[config.mk]
export PLATFORM = sky130hd
export DESIGN_NAME = dsoc_ctrl
export DESIGN_NICKNAME = d
export VERILOG_FILES = /design/src/dsoc_pkg.sv /design/src/dsoc_fifo.sv /design/src/dsoc_ctrl.sv
export SDC_FILE = /design/constraint.sdc
export NUM_CORES = 1
export LEC_CHECK = 0
export BUFFER_PORTS_ARGS = -buffer_cell sky130_fd_sc_hd__buf_2
export CORE_UTILIZATION = 60
export DETAILED_ROUTE_END_ITERATION = 12
export PLACE_DENSITY_LB_ADDON = 0.25
export SYNTH_ARGS = -nofsm -noshare
export SYNTH_HDL_FRONTEND = slang
export SYNTH_SLANG_ARGS = --single-unit
[constraint.sdc]
create_clock -name clk -period 20.5 [get_ports clk]
set_input_delay 4.1 -clock clk [delete_from_list [all_inputs] [get_ports clk]]
set_output_delay 4.1 -clock clk [all_outputs]
set_load 0.02 [all_outputs]
[src/dsoc_pkg.sv]
// package: constants and state encoding for the decoder stream and output control
package dsoc_pkg;
   // frame buffers and result index coding
   localparam int FB_COUNT = 16;
   localparam int FB_IDX_W = 4;
   localparam int IDX_W = 16;
   localparam logic [15:0] IDX_END_OF_SEQ = 16'hFFFF;
   localparam logic [15:0] IDX_FRAME_SKIP = 16'hFFFE;
   localparam logic [15:0] IDX_NOT_YET = 16'hFFFD;
   localparam logic [15:0] IDX_NO_DECODE = 16'hFFFF;
   localparam int UPCOMING_N = 3;
   localparam logic [4:0] REORDER_MAX_HOLD = 5'h11;
   // circular stream buffer, byte pointers
   localparam int PTR_W = 20;
   localparam logic [PTR_W:0] STREAM_BUF_BYTES = 21'h080000;
   localparam logic [PTR_W-1:0] WORD_BYTES = 20'h00004;
   localparam logic [PTR_W-1:0] PTR_RESET = 20'h00000;
   // interrupt enable and pre-scan
   localparam int IRQ_EN_W = 8;
   localparam int IRQ_PIC_DONE_BIT = 3;
   localparam logic PRESCAN_MODE_FULL_ONLY = 1'b0;
   // stream word fifo
   localparam int FIFO_W = 32;
   localparam int FIFO_DEPTH = 32;
   typedef enum logic [1:0] {
      ST_IDLE = 2'b00,
      ST_CHECK = 2'b01,
      ST_DECODE = 2'b10,
      ST_DONE = 2'b11
   } dsoc_state_t;
endpackage : dsoc_pkg

[src/dsoc_fifo.sv]
// stream word fifo with valid/ready on both sides
`timescale 1ns/1ps
`default_nettype none
module dsoc_fifo #(
   parameter int W = 32,
   parameter int DEPTH = 32
) (
   // clock and reset
   input wire logic clk,
   input wire logic rst,
   // filling side
   input wire logic in_valid,
   input wire logic [W-1:0] in_data,
   output logic in_ready,
   // draining side
   output logic out_valid,
   output logic [W-1:0] out_data,
   input wire logic out_ready
);
   localparam int AW = $clog2(DEPTH);
   logic [W-1:0] mem [DEPTH];
   logic [AW-1:0] wr_idx, rd_idx, next_wr_idx, next_rd_idx;
   logic [AW:0] count, next_count;
   logic push, pop;

   always_comb begin
      push = in_valid && in_ready;
      pop = out_valid && out_ready;
      next_wr_idx = push ? AW'(wr_idx + 1'b1) : wr_idx;
      next_rd_idx = pop ? AW'(rd_idx + 1'b1) : rd_idx;
      next_count = (AW+1)'(count + {{AW{1'b0}}, push} - {{AW{1'b0}}, pop});
   end

   always_ff @(posedge clk or posedge rst) begin
      if (rst) begin
         wr_idx <= '0;
         rd_idx <= '0;
         count <= '0;
      end else begin
         wr_idx <= next_wr_idx;
         rd_idx <= next_rd_idx;
         count <= next_count;
      end
   end

   // storage has no reset; contents are only read behind a valid count
   always_ff @(posedge clk) begin
      if (push) begin
         mem[wr_idx] <= in_data;
      end
   end

   assign in_ready = (count != (AW+1)'(DEPTH));
   assign out_valid = (count != '0);
   assign out_data = mem[rd_idx];
endmodule : dsoc_fifo
`default_nettype wire

[src/dsoc_ctrl.sv]
// decoder stream buffer pointers, decode sequencing, result reporting and display flags
`timescale 1ns/1ps
`default_nettype none
//Contract
// one query returns read pointer, write pointer and free space together.
// host writes at most the free space and wraps at the buffer end.
// reported byte count advances the write pointer, wrapping past the end.
// host finishes stream transfers before reporting the byte count.
// file-play mode empties the stream buffer after every picture decode.
// busy status stays asserted while a picture decode is in progress.
// decode completion raises the interrupt enabled by enable bit 3.
// no new decode starts until previous results are fetched; fetch releases.
// display index names the buffer to show next, may differ from decoded.
// no display gives -1 end of sequence, -2 frame skip, -3 temporary.
// reordering may withhold display up to 17 frames, index negative meanwhile.
// no free frame buffer reports decoded index -1 (0xFFFF).
// flushing, skip option or header error also report decoded index -1.
// full picture flag shows whole picture present; 0 means no decode.
// host checks the full picture flag first under pre-scan mode 0.
// host disables pre-scan and reruns when zero with a full buffer.
// four crop offsets reported, zero when cropping is off.
// up to three upcoming buffer indices for the next decode start.
// report per frame whether parameter-set or slice save buffer was short.
// display flag set when returned as display index; flagged buffers never written.
// without a free frame buffer, finish at once with decoded index -1; with flush_mode set the code still starts the decode.
// host clears a display flag only after displaying that buffer.
// stream size report of 0 ends the current decode promptly.
// reset clears flags, rewinds pointers, drops busy and interrupt.
module dsoc_ctrl
   import dsoc_pkg::*;
(
   // clock and reset
   input wire logic clk,
   input wire logic rst,
   // host commands
   input wire logic start_picture_decode,
   input wire logic fetch_decode_results,
   input wire logic query_stream_buffer,
   input wire logic advance_write_pointer,
   input wire logic [PTR_W-1:0] advance_bytes,
   input wire logic report_stream_size,
   input wire logic [PTR_W-1:0] report_size,
   input wire logic release_display_buffer,
   input wire logic [FB_IDX_W-1:0] release_index,
   // host configuration
   input wire logic [IRQ_EN_W-1:0] int_enable,
   input wire logic file_play_mode,
   input wire logic flush_mode,
   input wire logic skip_picture,
   input wire logic stream_end,
   input wire logic prescan_enable,
   input wire logic prescan_mode,
   // stream words fetched from the buffer
   input wire logic fill_valid,
   input wire logic [FIFO_W-1:0] fill_data,
   output logic fill_ready,
   // stream words to the datapath
   output logic core_valid,
   output logic [FIFO_W-1:0] core_data,
   input wire logic core_ready,
   // datapath handshake and findings
   output logic dp_start,
   output logic dp_abort,
   output logic [FB_IDX_W-1:0] dp_target_index,
   input wire logic dp_done,
   input wire logic dp_full_picture,
   input wire logic dp_header_error,
   input wire logic dp_display_valid,
   input wire logic [FB_IDX_W-1:0] dp_display_index,
   input wire logic dp_display_drained,
   input wire logic dp_crop_on,
   input wire logic [4*IDX_W-1:0] dp_crop_offsets,
   input wire logic dp_ps_short,
   input wire logic dp_slice_short,
   // stream buffer query answer
   output logic query_valid,
   output logic [PTR_W-1:0] read_ptr,
   output logic [PTR_W-1:0] write_ptr,
   output logic [PTR_W-1:0] free_space,
   // status and results
   output logic engine_busy_status,
   output logic completion_irq,
   output logic results_valid,
   output logic [IDX_W-1:0] display_buffer_index,
   output logic [IDX_W-1:0] decoded_buffer_index,
   output logic full_picture_present,
   output logic [4*IDX_W-1:0] crop_window_offsets,
   output logic [UPCOMING_N*IDX_W-1:0] upcoming_buffer_indices,
   output logic ps_buffer_short,
   output logic slice_buffer_short,
   output logic [FB_COUNT-1:0] display_flags,
   output logic [4:0] withheld_count
);
   dsoc_state_t state, next_state;
   logic [PTR_W-1:0] wr_ptr, rd_ptr, next_wr_ptr, next_rd_ptr, fill_bytes;
   logic [PTR_W:0] wr_sum;
   logic allow_fill, next_allow_fill, fifo_in_ready, fifo_push;
   logic finish, decode_ok, disp_set, free_any;
   logic [FB_IDX_W-1:0] free_idx, target;
   logic [FB_COUNT-1:0] next_flags;
   logic [IDX_W-1:0] res_disp;
   logic [UPCOMING_N*IDX_W-1:0] upcoming_calc;

   // stream pointer arithmetic; a wrapped sum is folded back once
   always_comb begin
      wr_sum = (PTR_W+1)'({1'b0, wr_ptr} + {1'b0, advance_write_pointer ? advance_bytes : report_size});
      if (wr_sum >= STREAM_BUF_BYTES) begin
         wr_sum = (PTR_W+1)'(wr_sum - STREAM_BUF_BYTES);
      end
      if (wr_ptr >= rd_ptr) begin
         fill_bytes = PTR_W'(wr_ptr - rd_ptr);
      end else begin
         fill_bytes = PTR_W'(STREAM_BUF_BYTES + {1'b0, wr_ptr} - {1'b0, rd_ptr});
      end
      fifo_push = fill_valid && fill_ready;
      next_wr_ptr = wr_ptr;
      if (advance_write_pointer || (report_stream_size && report_size != '0)) begin
         next_wr_ptr = wr_sum[PTR_W-1:0];
      end
      next_rd_ptr = rd_ptr;
      if (fifo_push) begin
         next_rd_ptr = (rd_ptr + WORD_BYTES >= STREAM_BUF_BYTES[PTR_W-1:0]) ?
                       PTR_W'(rd_ptr + WORD_BYTES - STREAM_BUF_BYTES[PTR_W-1:0]) : PTR_W'(rd_ptr + WORD_BYTES);
      end
      if (finish && file_play_mode) begin
         next_rd_ptr = wr_ptr;
      end
      // fetch only whole words that the host has already declared written
      next_allow_fill = (next_state == ST_DECODE) && (fill_bytes > WORD_BYTES);
   end

   always_ff @(posedge clk or posedge rst) begin
      if (rst) begin
         wr_ptr <= PTR_RESET;
         rd_ptr <= PTR_RESET;
         allow_fill <= 1'b0;
         query_valid <= 1'b0;
         read_ptr <= PTR_RESET;
         write_ptr <= PTR_RESET;
         free_space <= PTR_RESET;
      end else begin
         wr_ptr <= next_wr_ptr;
         rd_ptr <= next_rd_ptr;
         allow_fill <= next_allow_fill;
         query_valid <= query_stream_buffer;
         if (query_stream_buffer) begin
            read_ptr <= rd_ptr;
            write_ptr <= wr_ptr;
            free_space <= PTR_W'(STREAM_BUF_BYTES - {1'b0, fill_bytes} - 1'b1);
         end
      end
   end

   // while fetching is allowed, reads stall only when the fifo is full, so with the datapath stopped the fifo really fills
   assign fill_ready = allow_fill && fifo_in_ready;

   dsoc_fifo #(
      .W(FIFO_W),
      .DEPTH(FIFO_DEPTH)
   ) u_fifo (
      .clk(clk),
      .rst(rst),
      .in_valid(fill_valid && allow_fill),
      .in_data(fill_data),
      .in_ready(fifo_in_ready),
      .out_valid(core_valid),
      .out_data(core_data),
      .out_ready(core_ready)
   );

   // lowest unflagged frame buffer, or buffer 0 when every buffer waits for display
   always_comb begin
      free_any = 1'b0;
      free_idx = '0;
      for (int i = FB_COUNT - 1; i >= 0; i--) begin
         if (!display_flags[i]) begin
            free_any = 1'b1;
            free_idx = FB_IDX_W'(i);
         end
      end
   end

   // decode sequencing
   always_comb begin
      next_state = state;
      finish = 1'b0;
      decode_ok = 1'b0;
      case (state)
         ST_IDLE: begin
            if (start_picture_decode) begin
               next_state = ST_CHECK;
            end
         end
         ST_CHECK: begin
            if (!free_any && !flush_mode) begin
               finish = 1'b1;
               next_state = ST_DONE;
            end else if (prescan_enable && prescan_mode == PRESCAN_MODE_FULL_ONLY && !dp_full_picture) begin
               finish = 1'b1;
               next_state = ST_DONE;
            end else begin
               next_state = ST_DECODE;
            end
         end
         ST_DECODE: begin
            if (dp_done || (report_stream_size && report_size == '0)) begin
               finish = 1'b1;
               decode_ok = 1'b1;
               next_state = ST_DONE;
            end
         end
         ST_DONE: begin
            if (fetch_decode_results) begin
               next_state = ST_IDLE;
            end
         end
         default: begin
            next_state = ST_IDLE;
         end
      endcase
   end

   // result words captured at completion
   always_comb begin
      disp_set = decode_ok && dp_display_valid;
      if (disp_set) begin
         res_disp = IDX_W'(dp_display_index);
      end else if (stream_end && dp_display_drained) begin
         res_disp = IDX_END_OF_SEQ;
      end else if (skip_picture) begin
         res_disp = IDX_FRAME_SKIP;
      end else begin
         res_disp = IDX_NOT_YET;
      end
      upcoming_calc = {UPCOMING_N{IDX_NO_DECODE}};
      for (int i = 0, n = 0; i < FB_COUNT; i++) begin
         if (!next_flags[i] && n < UPCOMING_N) begin
            upcoming_calc[n*IDX_W +: IDX_W] = IDX_W'(i);
            n++;
         end
      end
   end

   always_ff @(posedge clk or posedge rst) begin
      if (rst) begin
         state <= ST_IDLE;
         engine_busy_status <= 1'b0;
         completion_irq <= 1'b0;
         results_valid <= 1'b0;
         dp_start <= 1'b0;
         dp_abort <= 1'b0;
         dp_target_index <= '0;
         target <= '0;
         display_buffer_index <= IDX_NOT_YET;
         decoded_buffer_index <= IDX_NO_DECODE;
         full_picture_present <= 1'b0;
         crop_window_offsets <= '0;
         upcoming_buffer_indices <= {UPCOMING_N{IDX_NO_DECODE}};
         ps_buffer_short <= 1'b0;
         slice_buffer_short <= 1'b0;
         withheld_count <= 5'h00;
      end else begin
         state <= next_state;
         engine_busy_status <= (next_state == ST_CHECK) || (next_state == ST_DECODE);
         results_valid <= (next_state == ST_DONE);
         dp_start <= (state == ST_CHECK) && (next_state == ST_DECODE);
         dp_abort <= (state == ST_DECODE) && report_stream_size && report_size == '0;
         if (state == ST_CHECK) begin
            target <= free_idx;
            dp_target_index <= free_idx;
         end
         if (finish) begin
            completion_irq <= int_enable[IRQ_PIC_DONE_BIT];
            display_buffer_index <= decode_ok ? res_disp : IDX_NOT_YET;
            // flush, skip and header error leave no decoded frame behind
            decoded_buffer_index <= (!decode_ok || flush_mode || skip_picture || dp_header_error) ?
                                    IDX_NO_DECODE : IDX_W'(target);
            full_picture_present <= decode_ok;
            crop_window_offsets <= (decode_ok && dp_crop_on) ? dp_crop_offsets : '0;
            upcoming_buffer_indices <= upcoming_calc;
            ps_buffer_short <= decode_ok && dp_ps_short;
            slice_buffer_short <= decode_ok && dp_slice_short;
            if (disp_set) begin
               withheld_count <= 5'h00;
            end else if (decode_ok && !flush_mode && withheld_count < REORDER_MAX_HOLD) begin
               withheld_count <= 5'(withheld_count + 1'b1);
            end
         end else if (state == ST_DONE && fetch_decode_results) begin
            completion_irq <= 1'b0;
         end
      end
   end

   // one flag per frame buffer; a set in the same cycle as a release wins
   for (genvar g = 0; g < FB_COUNT; g++) begin : g_flag
      always_comb begin
         next_flags[g] = display_flags[g];
         if (release_display_buffer && release_index == FB_IDX_W'(g)) begin
            next_flags[g] = 1'b0;
         end
         if (disp_set && dp_display_index == FB_IDX_W'(g)) begin
            next_flags[g] = 1'b1;
         end
      end
      always_ff @(posedge clk or posedge rst) begin
         if (rst) begin
            display_flags[g] <= 1'b0;
         end else begin
            display_flags[g] <= next_flags[g];
         end
      end
   end

   a_query_answer: assert property (@(posedge clk) disable iff (rst) query_stream_buffer |=> query_valid && write_ptr == $past(wr_ptr) && read_ptr == $past(rd_ptr)) else $error("query answer wrong");
   a_wrptr_wrap: assert property (@(posedge clk) disable iff (rst) advance_write_pointer |=> wr_ptr == PTR_W'(({1'b0, $past(wr_ptr)} + {1'b0, $past(advance_bytes)}) % STREAM_BUF_BYTES)) else $error("write pointer advance wrong");
   a_fileplay_empty: assert property (@(posedge clk) disable iff (rst) finish && file_play_mode |=> rd_ptr == $past(wr_ptr)) else $error("file play buffer not emptied");
   a_busy_hold: assert property (@(posedge clk) disable iff (rst) state == ST_DECODE |-> engine_busy_status) else $error("busy low during decode");
   a_irq_bit3: assert property (@(posedge clk) disable iff (rst) finish |=> completion_irq == $past(int_enable[IRQ_PIC_DONE_BIT])) else $error("irq not gated by bit 3");
   a_no_restart: assert property (@(posedge clk) disable iff (rst) state == ST_DONE && !fetch_decode_results |=> state == ST_DONE && !engine_busy_status) else $error("decode restarted before fetch");
   a_no_buffer: assert property (@(posedge clk) disable iff (rst) state == ST_CHECK && !free_any && !flush_mode |=> state == ST_DONE && decoded_buffer_index == IDX_NO_DECODE && !dp_start) else $error("no free buffer not reported");
   a_flag_set: assert property (@(posedge clk) disable iff (rst) disp_set |=> display_flags[$past(dp_display_index)] && display_buffer_index == IDX_W'($past(dp_display_index))) else $error("display flag not set");
   a_abort_end: assert property (@(posedge clk) disable iff (rst) state == ST_DECODE && report_stream_size && report_size == '0 |=> state == ST_DONE && dp_abort) else $error("zero size did not end decode");
endmodule : dsoc_ctrl
`default_nettype wire

### Word-level counts from Yosys, hierarchy flattened

Memory sizes are Yosys's and may differ from the RTL's.
Index checks and enable logic that the tools add are counted.

* add/sub/neg operators: 43
* $lt $le $gt $ge: 20
* eq/ne operators: 37
* shift operators: 30
* multiplexer cells: 139
* bitwise logic cells: 1
* reductions and logical operators: 105

Operator list (number)
* $bwmux W48: 15
* $mux W48: 15
* $shift A16 B33 Y48 const A: 15
* $shiftx A16 B33 Y48 const A: 15
* $neg A32 Y33: 15
* $lt A32 B3 Y1 const B: 15
* $add A32 B2 Y32 const B: 14
* $mux W32: 14
* $mux W20: 6
* $logic_and A1 B1 Y1: 70
* $eq A4 B4 Y1 const B: 16
* $mux W16: 4
* $mux W4: 16
* $mux W64: 1
* $mux W1: 59
* $sub A20 B20 Y20: 2
* $sub A20 B20 Y20 const B: 2
* $eq A4 B3 Y1 const B: 8
* $add A20 B20 Y21: 1
* $ge A21 B20 Y1 const B: 1
* $add A20 B20 Y20 const A: 1
* $add A20 B3 Y20 const B: 1
* $ge A20 B20 Y1: 1
* $ge A20 B20 Y1 const B: 1
* 26 further kinds: 67

* register bits after elaboration: 297
* memory bits (writable): 1024
* input port bits: 176
* output and inout bits: 272
* logic and storage cells: 417
* memories: 1

Memories
* u_fifo.mem: words 32, bits a word 32, rd ports 1, clocked after Yosys merged registers in 0, write ports 1, line dsoc_fifo.sv:21 `logic [W-1:0] mem [DEPTH];`

### Depth between registers and ports, before layout

Gate-level depths: netlist of the first run.

* depth in word-level cells: 55
* mapped depth: 83
* gate-level depth less buffers: 80

### Cells and area by module

A second synthesis of the first run with hierarchy kept.

* cell total of the unflattened synthesis: 3609
* area total of the unflattened synthesis: 55525.8 um^2

By module, submodules not included
* dsoc_fifo: times used 1, cells an instance 1805, area each 39676.8 um^2, sequential area each 31149.9 um^2
* dsoc_ctrl: times used 1, cells an instance 1804, area each 15849.0 um^2, sequential area each 5685.5 um^2

### Least setup slack after synthesis of the first run

No wires, ideal clock.

* path type: input to register
* start point: input port report_size[0]
* end point: register upcoming_buffer_indices[35]
* setup time: 61 ps
* arrival time: 19005 ps
* data required time: 20439 ps
* setup slack: 1434 ps
* stages: 81
* path buffers: 3
* path through: nor4_4 -> and4_1 -> a32oi_1 -> buf_2 -> or3_1 -> o21ai_0 -> inv_1 -> ha_1 -> o21ai_0 -> o21ai_1 -> or2_2 -> ha_1 -> a2111o_1 -> o31ai_4 -> inv_1 -> ha_1 -> inv_1 -> ha_1 -> (+45 left out) -> ha_1 -> nand2_1 -> o21ai_0 -> a221o_1 -> or2_1 -> inv_2 -> ha_1 -> nand2_1 -> o21a_1 -> inv_1 -> ha_1 -> nor3_1 -> nand3b_1 -> nor2_1 -> o221a_2 -> a21oi_1 -> nand4_1 -> o22a_1

* longest elaborated chain between the ends: 55
* elaborated cells between the ends (all ways): 188
* those cells by class: add/sub: 29; order compare: 15; shift: 30; mux: 64; reduce/logical: 50

RTL lines
* start: declaration: line dsoc_ctrl.sv:42 `input wire logic [PTR_W-1:0] report_size,`
* $logic_not A20 Y1 *: line dsoc_ctrl.sv:206 `if (dp_done || (report_stream_size && report_size == '0)) begin`
* $logic_and A1 B1 Y1 *: line dsoc_ctrl.sv:206
* $logic_or A1 B1 Y1 *: line dsoc_ctrl.sv:206
* $mux W1 *: line dsoc_ctrl.sv:206
* $mux W1 *: line dsoc_ctrl.sv:188 `case (state)`
* $logic_and A1 B1 Y1 *: line dsoc_ctrl.sv:225 `disp_set = decode_ok && dp_display_valid;`
* $logic_and A1 B1 Y1 *: line dsoc_ctrl.sv:301 `if (disp_set && dp_display_index == FB_IDX_W'(g)) begin`
* $mux W1 *: line dsoc_ctrl.sv:301
* net next_flags[0]: line dsoc_ctrl.sv:100 `logic [FB_COUNT-1:0] next_flags;`
* (+39 left out)
* $mux W32: line dsoc_ctrl.sv:237 `if (!next_flags[i] && n < UPCOMING_N) begin`
* $lt A32 B3 Y1: line dsoc_ctrl.sv:237
* $logic_and A1 B1 Y1: line dsoc_ctrl.sv:237
* $mux W32: line dsoc_ctrl.sv:237
* $neg A32 Y33: line dsoc_ctrl.sv:238 `upcoming_calc[n*IDX_W +: IDX_W] = IDX_W'(i);`
* $shiftx A16 B33 Y48 / $shift A16 B33 Y48 (equally long branches): line dsoc_ctrl.sv:238
* $bwmux W48: line dsoc_ctrl.sv:238
* $mux W48 *: line dsoc_ctrl.sv:237
* end signal: assignment: line dsoc_ctrl.sv:258 `upcoming_buffer_indices <= {UPCOMING_N{IDX_NO_DECODE}};`
* end signal: assignment: line dsoc_ctrl.sv:280 `upcoming_buffer_indices <= upcoming_calc;`
* end: declaration: line dsoc_ctrl.sv:88 `output logic [UPCOMING_N*IDX_W-1:0] upcoming_buffer_indices,`

The timed path passes the listed nets; every way through them passes the cells marked *.
A chain may end at the register's enable or synchronous reset.

### Final worst setup path of the first run

Ends and elaborated chain as after synthesis.

==> results of run 1 <==
-- critical path, delay by kind of cell --
| family | cells | cell delay, ns |
|---|---|---|
| muxes | 2 | 0.51 |
| AOI/OAI and AO/OA | 25 | 4.50 |
| and+or+nand+nor | 20 | 4.35 |
| xor gates and xnor gates | 5 | 0.97 |
| buffers and inverters | 13 | 1.45 |
| adders and majority gates | 15 | 4.00 |
-- what timing repair did --
action,4_1_cts,5_1_grt
endpoints found under the setup margin,0,15
resized for setup,0,8
hold buffers,0,0
-- worst min path at each step --
stage | start | endpoint | slack [ns]
final | crop_window_offsets[23] | crop_window_offsets[23] | 0.46
after global routing | crop_window_offsets[2] | crop_window_offsets[2] | 0.47
after CTS | crop_window_offsets[37] | crop_window_offsets[37] | 0.46
after detailed placement | crop_window_offsets[18] | crop_window_offsets[18] | 0.45
after global placement | crop_window_offsets[59] | crop_window_offsets[59] | 0.44
after floorplan | rd_ptr[1] | rd_ptr[1] | 0.47
-- cell usage in the layout (no fill, tap or decap), drive strengths merged, types with 25 or more instances in the layout --
master / count
edfxtp: 1024
buf: 510
mux4: 320
nand2: 273
dfrtp: 218
clkbuf: 175
nor2: 164
inv: 146
ha: 122
mux2: 104
nand3: 102
a21oi: 101
o21ai: 90
xnor2: 60
clkinv: 41
nand4: 26
nor3: 26
xor2: 25
-- per-stage QoR --
step,instance area (um2),hold WS (ns),setup WS [ns],std cells,util [%]
floorplan,55400,0.466,1.43,3364,-
global placement,59000,0.444,0.441,4862,64.5
detailed placement,59000,0.450,0.285,4862,64.5
CTS,63200,0.463,0.937,5096,69.1
global route,63200,0.471,0.0352,5098,69.1
finish,63300,0.460,1.24,5102,69.1
-- area by class of cell --
type | instances | area [um2] | share of cell area, %
diodes | 6 | 15.0 | 0.0237
clock buffers | 175 | 3600 | 5.69
clock inverters | 59 | 587 | 0.928
inverters | 140 | 533 | 0.843
multi-input cells | 1760 | 17400 | 27.6
flip-flops and latches | 1266 | 36900 | 58.3
well taps | 1186 | 1480 | 2.35
repair buffers | 510 | 2750 | 4.35
-- flip-flops by register name, summed over array words and instances (netlist names), 2 cells and up --
signal,count
u_fifo.mem,1024
crop_window_offsets,64
free_space,20
rd_ptr,20
read_ptr,20
wr_ptr,20
write_ptr,20
display_flags,16
upcoming_buffer_indices,15
u_fifo.count,6
decoded_buffer_index,5
display_buffer_index,5
u_fifo.rd_idx,5
u_fifo.wr_idx,5
withheld_count,5
target,4
state,2
-- kinds of logic after synthesis --
kind of cell,Yosys count,share of synthesized area (%)
DFF,1266,66.5
and+or+nand+nor,722,6.06
muxes,446,15.5
AOI/OAI and AO/OA,348,4.27
buffers and inverters,338,2.69
adders and majority gates,145,3.59
xor gates and xnor gates,85,1.38
other,2,0.0136
-- layer usage --
metal	up-vias	global-route usage, %
li1	13800	-
met1	16700	44.8
met2	1858	47.3
met4	16	10.8
met5	-	0
met3	315	7.73
==> run summary, run 1 <==
For this design the top-level I/O count stands at 448. The floorplan step defined a core boundary enclosing 91500 um2. Buffers inserted during clock tree synthesis total 130. Of the cells placed in the final design, the portion with a size suffix greater than 1 is 31.5%. For this configuration, the core starts out at a cell density of 60.5%. Derived from the worst setup path, the maximum achievable clock frequency is 0.0519 GHz. The initial antenna violation count was 13; the placer congestion estimate was 0.932.

Number of unique standard cell types used by synthesis: 99. The uppermost signal routing layer after detailed routing is met5. Detailed routing placed a total of 68.4 mm of wire on met2. The first-pass GRT wire length is 212 mm, and the area of the die is 93600 um2. The max capacitance violation total is 0.

Of all nets on the critical path, the largest fanout is 12. The net count of the finished layout is 4129. For the final routed database, the setup TNS stands at 0 ns. STA puts the critical path data required time at 21.17 ns. The tools report the endpoint class of the critical path as a flop. Setup repair after global routing left no endpoint under its margin. At the pin with the least slew margin, the transition time is 1.13 ns. The floorplan has 111 rows. The number of flops mapped to enable cells by yosys was 1024; the clock-pin transition on the worst setup and hold timing paths was 0.06 ns.

Relative to the synthesized area, the layout overhead comes to 14.2%. The routed wire length came out at 146 mm. The average wire per cell in the routed design works out to 28.5 um. TritonCTS built the clock tree. In this run the tightest slew margin relative to its limit is 24.9%. The tools report the first-pass iteration count of the detailed router as 5. The cell count after synthesis came out at 3352. The longest clock path from root to sink contains 3 buffers. For this run, asynchronously set or reset flops after synthesis account for 19.1%. The tools report the nature of the critical path startpoint as an input pin. The tools report the setup slack of the most critical reg-to-reg path as 4.40 ns. The worst register-to-register path begins at state[0].

The top cell type by total area after synthesis was sky130_fd_sc_hd__edfxtp_1. Cell repeated most along the worst path: sky130_fd_sc_hd__ha_1. Detailed routing placed a total of 14.9 mm of wire on met3. The run gives 1266 as the number of clock sinks.

The endpoint identified for the worst register-to-register timing path is upcoming_buffer_indices[35]. Synthesis inferred 1266 register bits. Dividing the synthesized area by the synthesized cell count gives 16.5 um2. CTS built an H-tree with a depth of 4. The cell area that synthesis handed to floorplanning was 55400 um2. The run gives 0 as the number of pins exceeding their max-slew limit in the final report. Yosys instantiated no cell more often than sky130_fd_sc_hd__edfxtp_1. The floorplan step set the die width to 306 um.

Counting the fill cells in the layout gives 5840. Input and output buffers added on the ports amount to 440. For this block, wires on met1 add up to 57.4 mm. For the worst-skew pair, the clock arrives at the later sink with an insertion delay of 0.74 ns. Summed over all layers, the global routing overflow is 0. Summed over all nets, the half-perimeter wirelength after detailed placement is 85.0 mm.

For the share of synthesized area occupied by flip-flops and latches, the log shows 66.5%. The count of nets left with antenna violations once routing finished came out at 0. The post-route clock period utilization was 93.9%. The data arrival time of the worst path was 19.92 ns; the count of cells along the worst hold path was 2. The commonest cells after synthesis are 1024 x sky130_fd_sc_hd__edfxtp_1, 320 x sky130_fd_sc_hd__mux4_2, 272 x sky130_fd_sc_hd__nand2_1, 218 x sky130_fd_sc_hd__dfrtp_1, 163 x sky130_fd_sc_hd__nor2_1. Violation count after the first detailed-route iteration: 3851.

The beginning of the critical path was report_size[0]. The slowest cell on the critical path is sky130_fd_sc_hd__nor4_4. For this block, the via count after detailed routing is 32700. The final number of setup-violating endpoints was 0.

The type of the most critical hold path is reg -> reg. Critical path capture point: upcoming_buffer_indices[35]. The clock arrives with 0.0200 ns of skew.

Yosys attributes the largest share of cell area to sky130_fd_sc_hd__edfxtp_1 56%, sky130_fd_sc_hd__mux4_2 13%, sky130_fd_sc_hd__dfrtp_1 9.8%. During synthesis, Yosys emitted a total of 0 warnings. The run finished with clean final reports. Clock tree synthesis selected as its root buffer the cell sky130_fd_sc_hd__clkbuf_16. Dividing the detail-routed via count by the number of cells gives 6.41. The via count of the first global-routing pass is 32300. Global routing consumed, over all layers together, 31.2% of the routing resources.

The number of setup buffers added after CTS came out at 0. The worst setup path is of the in -> reg kind. For the worst flop-to-flop path, the logic depth is 80. Summed over its instances, the top area cell type makes up 55.5% of the synthesized netlist area.

Entering global routing, the biggest net connects 117 pins. The final period demand of the worst path was 19.26 ns; the final hold violation count was 0. The y dimension of the die is 306 um, and the remaining design rule violation count is 0.

Among all flip-flop cells after synthesis, the most frequent one is sky130_fd_sc_hd__edfxtp_1. The largest stage delay on the critical path is 0.49 ns.
Power of run 1 is left out: the tool's default activity adds up to more than one toggle a clock period on the data nets, which glitch-free logic cannot reach.
==> inputs of run 2 (changes only) <==
--- a/config.mk
+++ b/config.mk
@@ -6,7 +6,9 @@
 export NUM_CORES = 1
 export LEC_CHECK = 0
 export BUFFER_PORTS_ARGS = -buffer_cell sky130_fd_sc_hd__buf_2
-export CORE_UTILIZATION = 60
+export CELL_PAD_IN_SITES_DETAIL_PLACEMENT = 0
+export CELL_PAD_IN_SITES_GLOBAL_PLACEMENT = 1
+export CORE_UTILIZATION = 51
 export DETAILED_ROUTE_END_ITERATION = 12
 export PLACE_DENSITY_LB_ADDON = 0.25
 export SYNTH_ARGS = -nofsm -noshare
==> run 2 against run 1 <==
Clock-buffer cell count is 6 lower. Sequential cell count unchanged. Critical path type unchanged. Register-to-register slack about the same. Sequential share of layout area decreased by 0.37 points. Maximum frequency is 0.40% higher. Worst hold slack got worse by 0.0015 ns. Global-route usage shrank 6.2 points. First-iteration DRC count down 33%. Non-clock buffer count grew 4.
==> run summary, run 2 (synthesized netlist as in run 1, its figures left out) <==
The maximum count of clock buffers along a single path is 3 (unchanged), and the depth of the worst register-to-register path is 80 (unchanged). The tools report the number of pins exceeding their max-slew limit in the final report as 0 (unchanged). The clock root buffer master is sky130_fd_sc_hd__clkbuf_16. On the critical path, the stage with the largest delay is an instance of sky130_fd_sc_hd__ha_1. For the fmax, the log shows 0.0521 GHz (+0.40%). The library cell used most frequently in the layout, excluding fill and tap cells, is sky130_fd_sc_hd__edfxtp_1. The width of the chip was 332 um (+8.4%); the y dimension of the die was 332 um (+8.4%). The nature of the critical path startpoint is an input pin.

The violation count after the first detailed-route iteration came out at 2576 (-33%). Relative to the synthesized area, the layout overhead comes to 14.9%. The endpoint class of the critical path was a flop.

The half-perimeter wire length after detailed placement was 81.3 mm (-4.4%); the data arrival time of the worst path was 19.85 ns (-0.07 ns). The via count of the first global-routing pass is 31500 (-2.4%). The tools report the number of top-level design ports as 448 (unchanged).

The remaining design rule violation count is 0 (unchanged), and the number of flip-flops in the largest register is 1024 (unchanged). The number of core rows is 120 (+8.1%). The tools report the setup slack of the most critical reg-to-reg path as 4.40 ns (about the same). For the first-pass GRT wire length, the log shows 204 mm (-3.4%). The ratio of cells with drive above 1 in the final layout works out to 31.7% (+0.24 points).

The peak fanout along the critical path is 8 (-4). The run gives 0 (unchanged) as the number of setup buffers added after CTS. The tools report the worst hold endpoint as crop_window_offsets[41]. For the initial antenna violation count, the log shows 5 (-8). The post-route clock period utilization works out to 93.6% (-0.37 points). The final total negative setup slack is 0 ns (unchanged). Type of the most critical hold path: reg -> reg. Ranked by flip-flop count, first place goes to u_fifo.mem. For the core outline area, the log shows 107000 um2 (+17%). For the total routing resource utilization after global routing, the log shows 25.1% (-6.2 points).

Placer congestion estimate: 0.892 (-4.3%). The final hold violation count is 0 (unchanged), and the final clock skew is 0.0298 ns (+0.00976 ns). The data required time of the worst path was 21.17 ns (about the same). The area of the die is 110000 um2 (+18%). The slew at the pin with the worst max-slew slack is 1.15 ns (+0.0248 ns).

The fill cell instance count of the final layout is 8046 (+38%). The clock insertion delay at the later pin of the skew report came out at 0.74 ns (about the same). The run gives 4 (unchanged) as the number of H-tree levels. First-pass iteration count of the detailed router: 5 (unchanged). The number of buffers added on ports was 440 (unchanged).

Number of nets in the layout: 4138 (+0.22%). For the flip-flop and latch area, the log shows 36900 um2 (unchanged). Remaining antenna violation count after routing: 0 (unchanged).

The headroom to the max-slew limit came out at 22.2% (-2.7 points). The number of clock sinks was 1266 (unchanged); the clock-pin transition on the worst setup and hold timing paths was 0.06 ns (about the same). The run finished with clean final reports. Beginning of the worst register-to-register path: state[0]. The total congestion overflow after global routing is 0 (unchanged), and the pin count of the biggest net entering global routing is 140 (+20%). The tools report the total CTS buffers as 135 (+3.8%).

The average wire per cell in the routed design is 25.7 um (-10%). The cell repeated most along the worst path was sky130_fd_sc_hd__ha_1. The final number of setup-violating endpoints was 0 (unchanged). The area used by multi-input combinational logic came out at 17400 um2 (-0.14%).

The largest registers in the layout are u_fifo.mem (1024), crop_window_offsets (64). The startpoint identified for the worst hold timing path is crop_window_offsets[41]. TritonCTS built the clock tree.

For the max capacitance violation total, the log shows 0 (unchanged). Terminus of the critical flop-to-flop path: upcoming_buffer_indices[35]. The critical path start-end classification was in -> reg. The final period demand of the worst path is 19.18 ns (-0.0765 ns). For the routed wire length, the log shows 136 mm (-6.2%).

The run gives 31300 (-4.2%) as the total via count in the routed design. Largest stage delay on the critical path: 0.45 ns (-0.04 ns). The count of cells along the worst hold path came out at 2 (unchanged). Leaving out fill and tap cells, the most frequent cells in the layout are 1024 x sky130_fd_sc_hd__edfxtp_1, 440 x sky130_fd_sc_hd__buf_2, 320 x sky130_fd_sc_hd__mux4_2.

The initial core utilization came out at 51.6% (-8.9 points). Setup repair after global routing left no endpoint under its margin. The via-per-instance ratio came out at 5.88 (-8.1%).
==> run 2: cell types whose count changed in the layout (fill, tap and decap cells not counted), moves of 3 or more <==
cell / previous run / this run
sky130_fd_sc_hd__buf_4: 68 / 72
sky130_fd_sc_hd__clkinv_2: 18 / 23
sky130_fd_sc_hd__clkinv_4: 3 / 0
sky130_fd_sc_hd__diode_2: 6 / 1
sky130_fd_sc_hd__clkbuf_16: 135 / 140
sky130_fd_sc_hd__clkbuf_1: 33 / 22
sky130_fd_sc_hd__inv_6: 4 / 9
==> run 2: area by class of cell <==
| class | count | area share, % |
|---|---|---|
| clock inverter | 66 | 1.01 |
| clock buffer | 169 | 5.78 |
| multi-input combinational | 1760 | 27.3 |
| antenna | 1 | 0.00393 |
| tap | 1403 | 2.76 |
| timing repair buffer | 514 | 4.37 |
| sequential | 1266 | 57.9 |
| inverter | 140 | 0.837 |
==> run 2: per-stage QoR <==
| step | setup WS, ns | instance area, um2 | cells | hold WS (ns) | utilization, % |
|---|---|---|---|---|---|
| after detailed placement | 0.378 | 59300 | 5083 | 0.450 | 55.3 |
| after global placement | 0.490 | 59300 | 5083 | 0.445 | 55.3 |
| after global routing | 0.0555 | 63700 | 5318 | 0.474 | 59.3 |
| after floorplan | 1.43 | 55400 | 3364 | 0.466 | - |
| final | 1.32 | 63700 | 5319 | 0.458 | 59.3 |
| after CTS | 1.10 | 63600 | 5318 | 0.463 | 59.3 |
==> run 2: timing repair <==
action / 4_1_cts / 5_1_grt
endpoints found under the hold margin: 0 / 0
endpoints found under the setup margin: 0 / 12
resized for setup: 0 / 3
hold buffers: 0 / 0
==> run 2: routing by layer <==
| layer | wire length [um] | global-route usage (%) | up-vias |
|---|---|---|---|
| met4 | 2570 | 6.11 | 4 |
| met1 | 56600 | 34.9 | 16200 |
| met2 | 67900 | 41.3 | 1110 |
| met5 | 27 | 0 | - |
| met3 | 9370 | 4.44 | 175 |
| li1 | - | - | 13800 |
==> run 2: worst max-delay path by stage <==
stage | from | endpoint | slack [ns] | cells past startpoint
after floorplan | report_size[0] | upcoming_buffer_indices[35] | 1.43 | 81
after global placement | report_size[14] | upcoming_buffer_indices[35] | 0.49 | 78
after detailed placement | report_size[14] | upcoming_buffer_indices[35] | 0.38 | 80
after CTS | report_size[14] | upcoming_buffer_indices[35] | 1.10 | 80
after global routing | report_size[14] | upcoming_buffer_indices[35] | 0.06 | 80
final | report_size[14] | upcoming_buffer_indices[35] | 1.32 | 80
==> run 2: critical path, delay by kind of cell <==
family | cells | cell delay (ns)
buf+inv | 13 | 1.46
xor+xnor | 5 | 0.97
fa+ha+maj | 15 | 3.99
simple gates | 20 | 4.28
mux | 2 | 0.50
compound gates | 25 | 4.55
Power of run 2 is left out for the same reason.
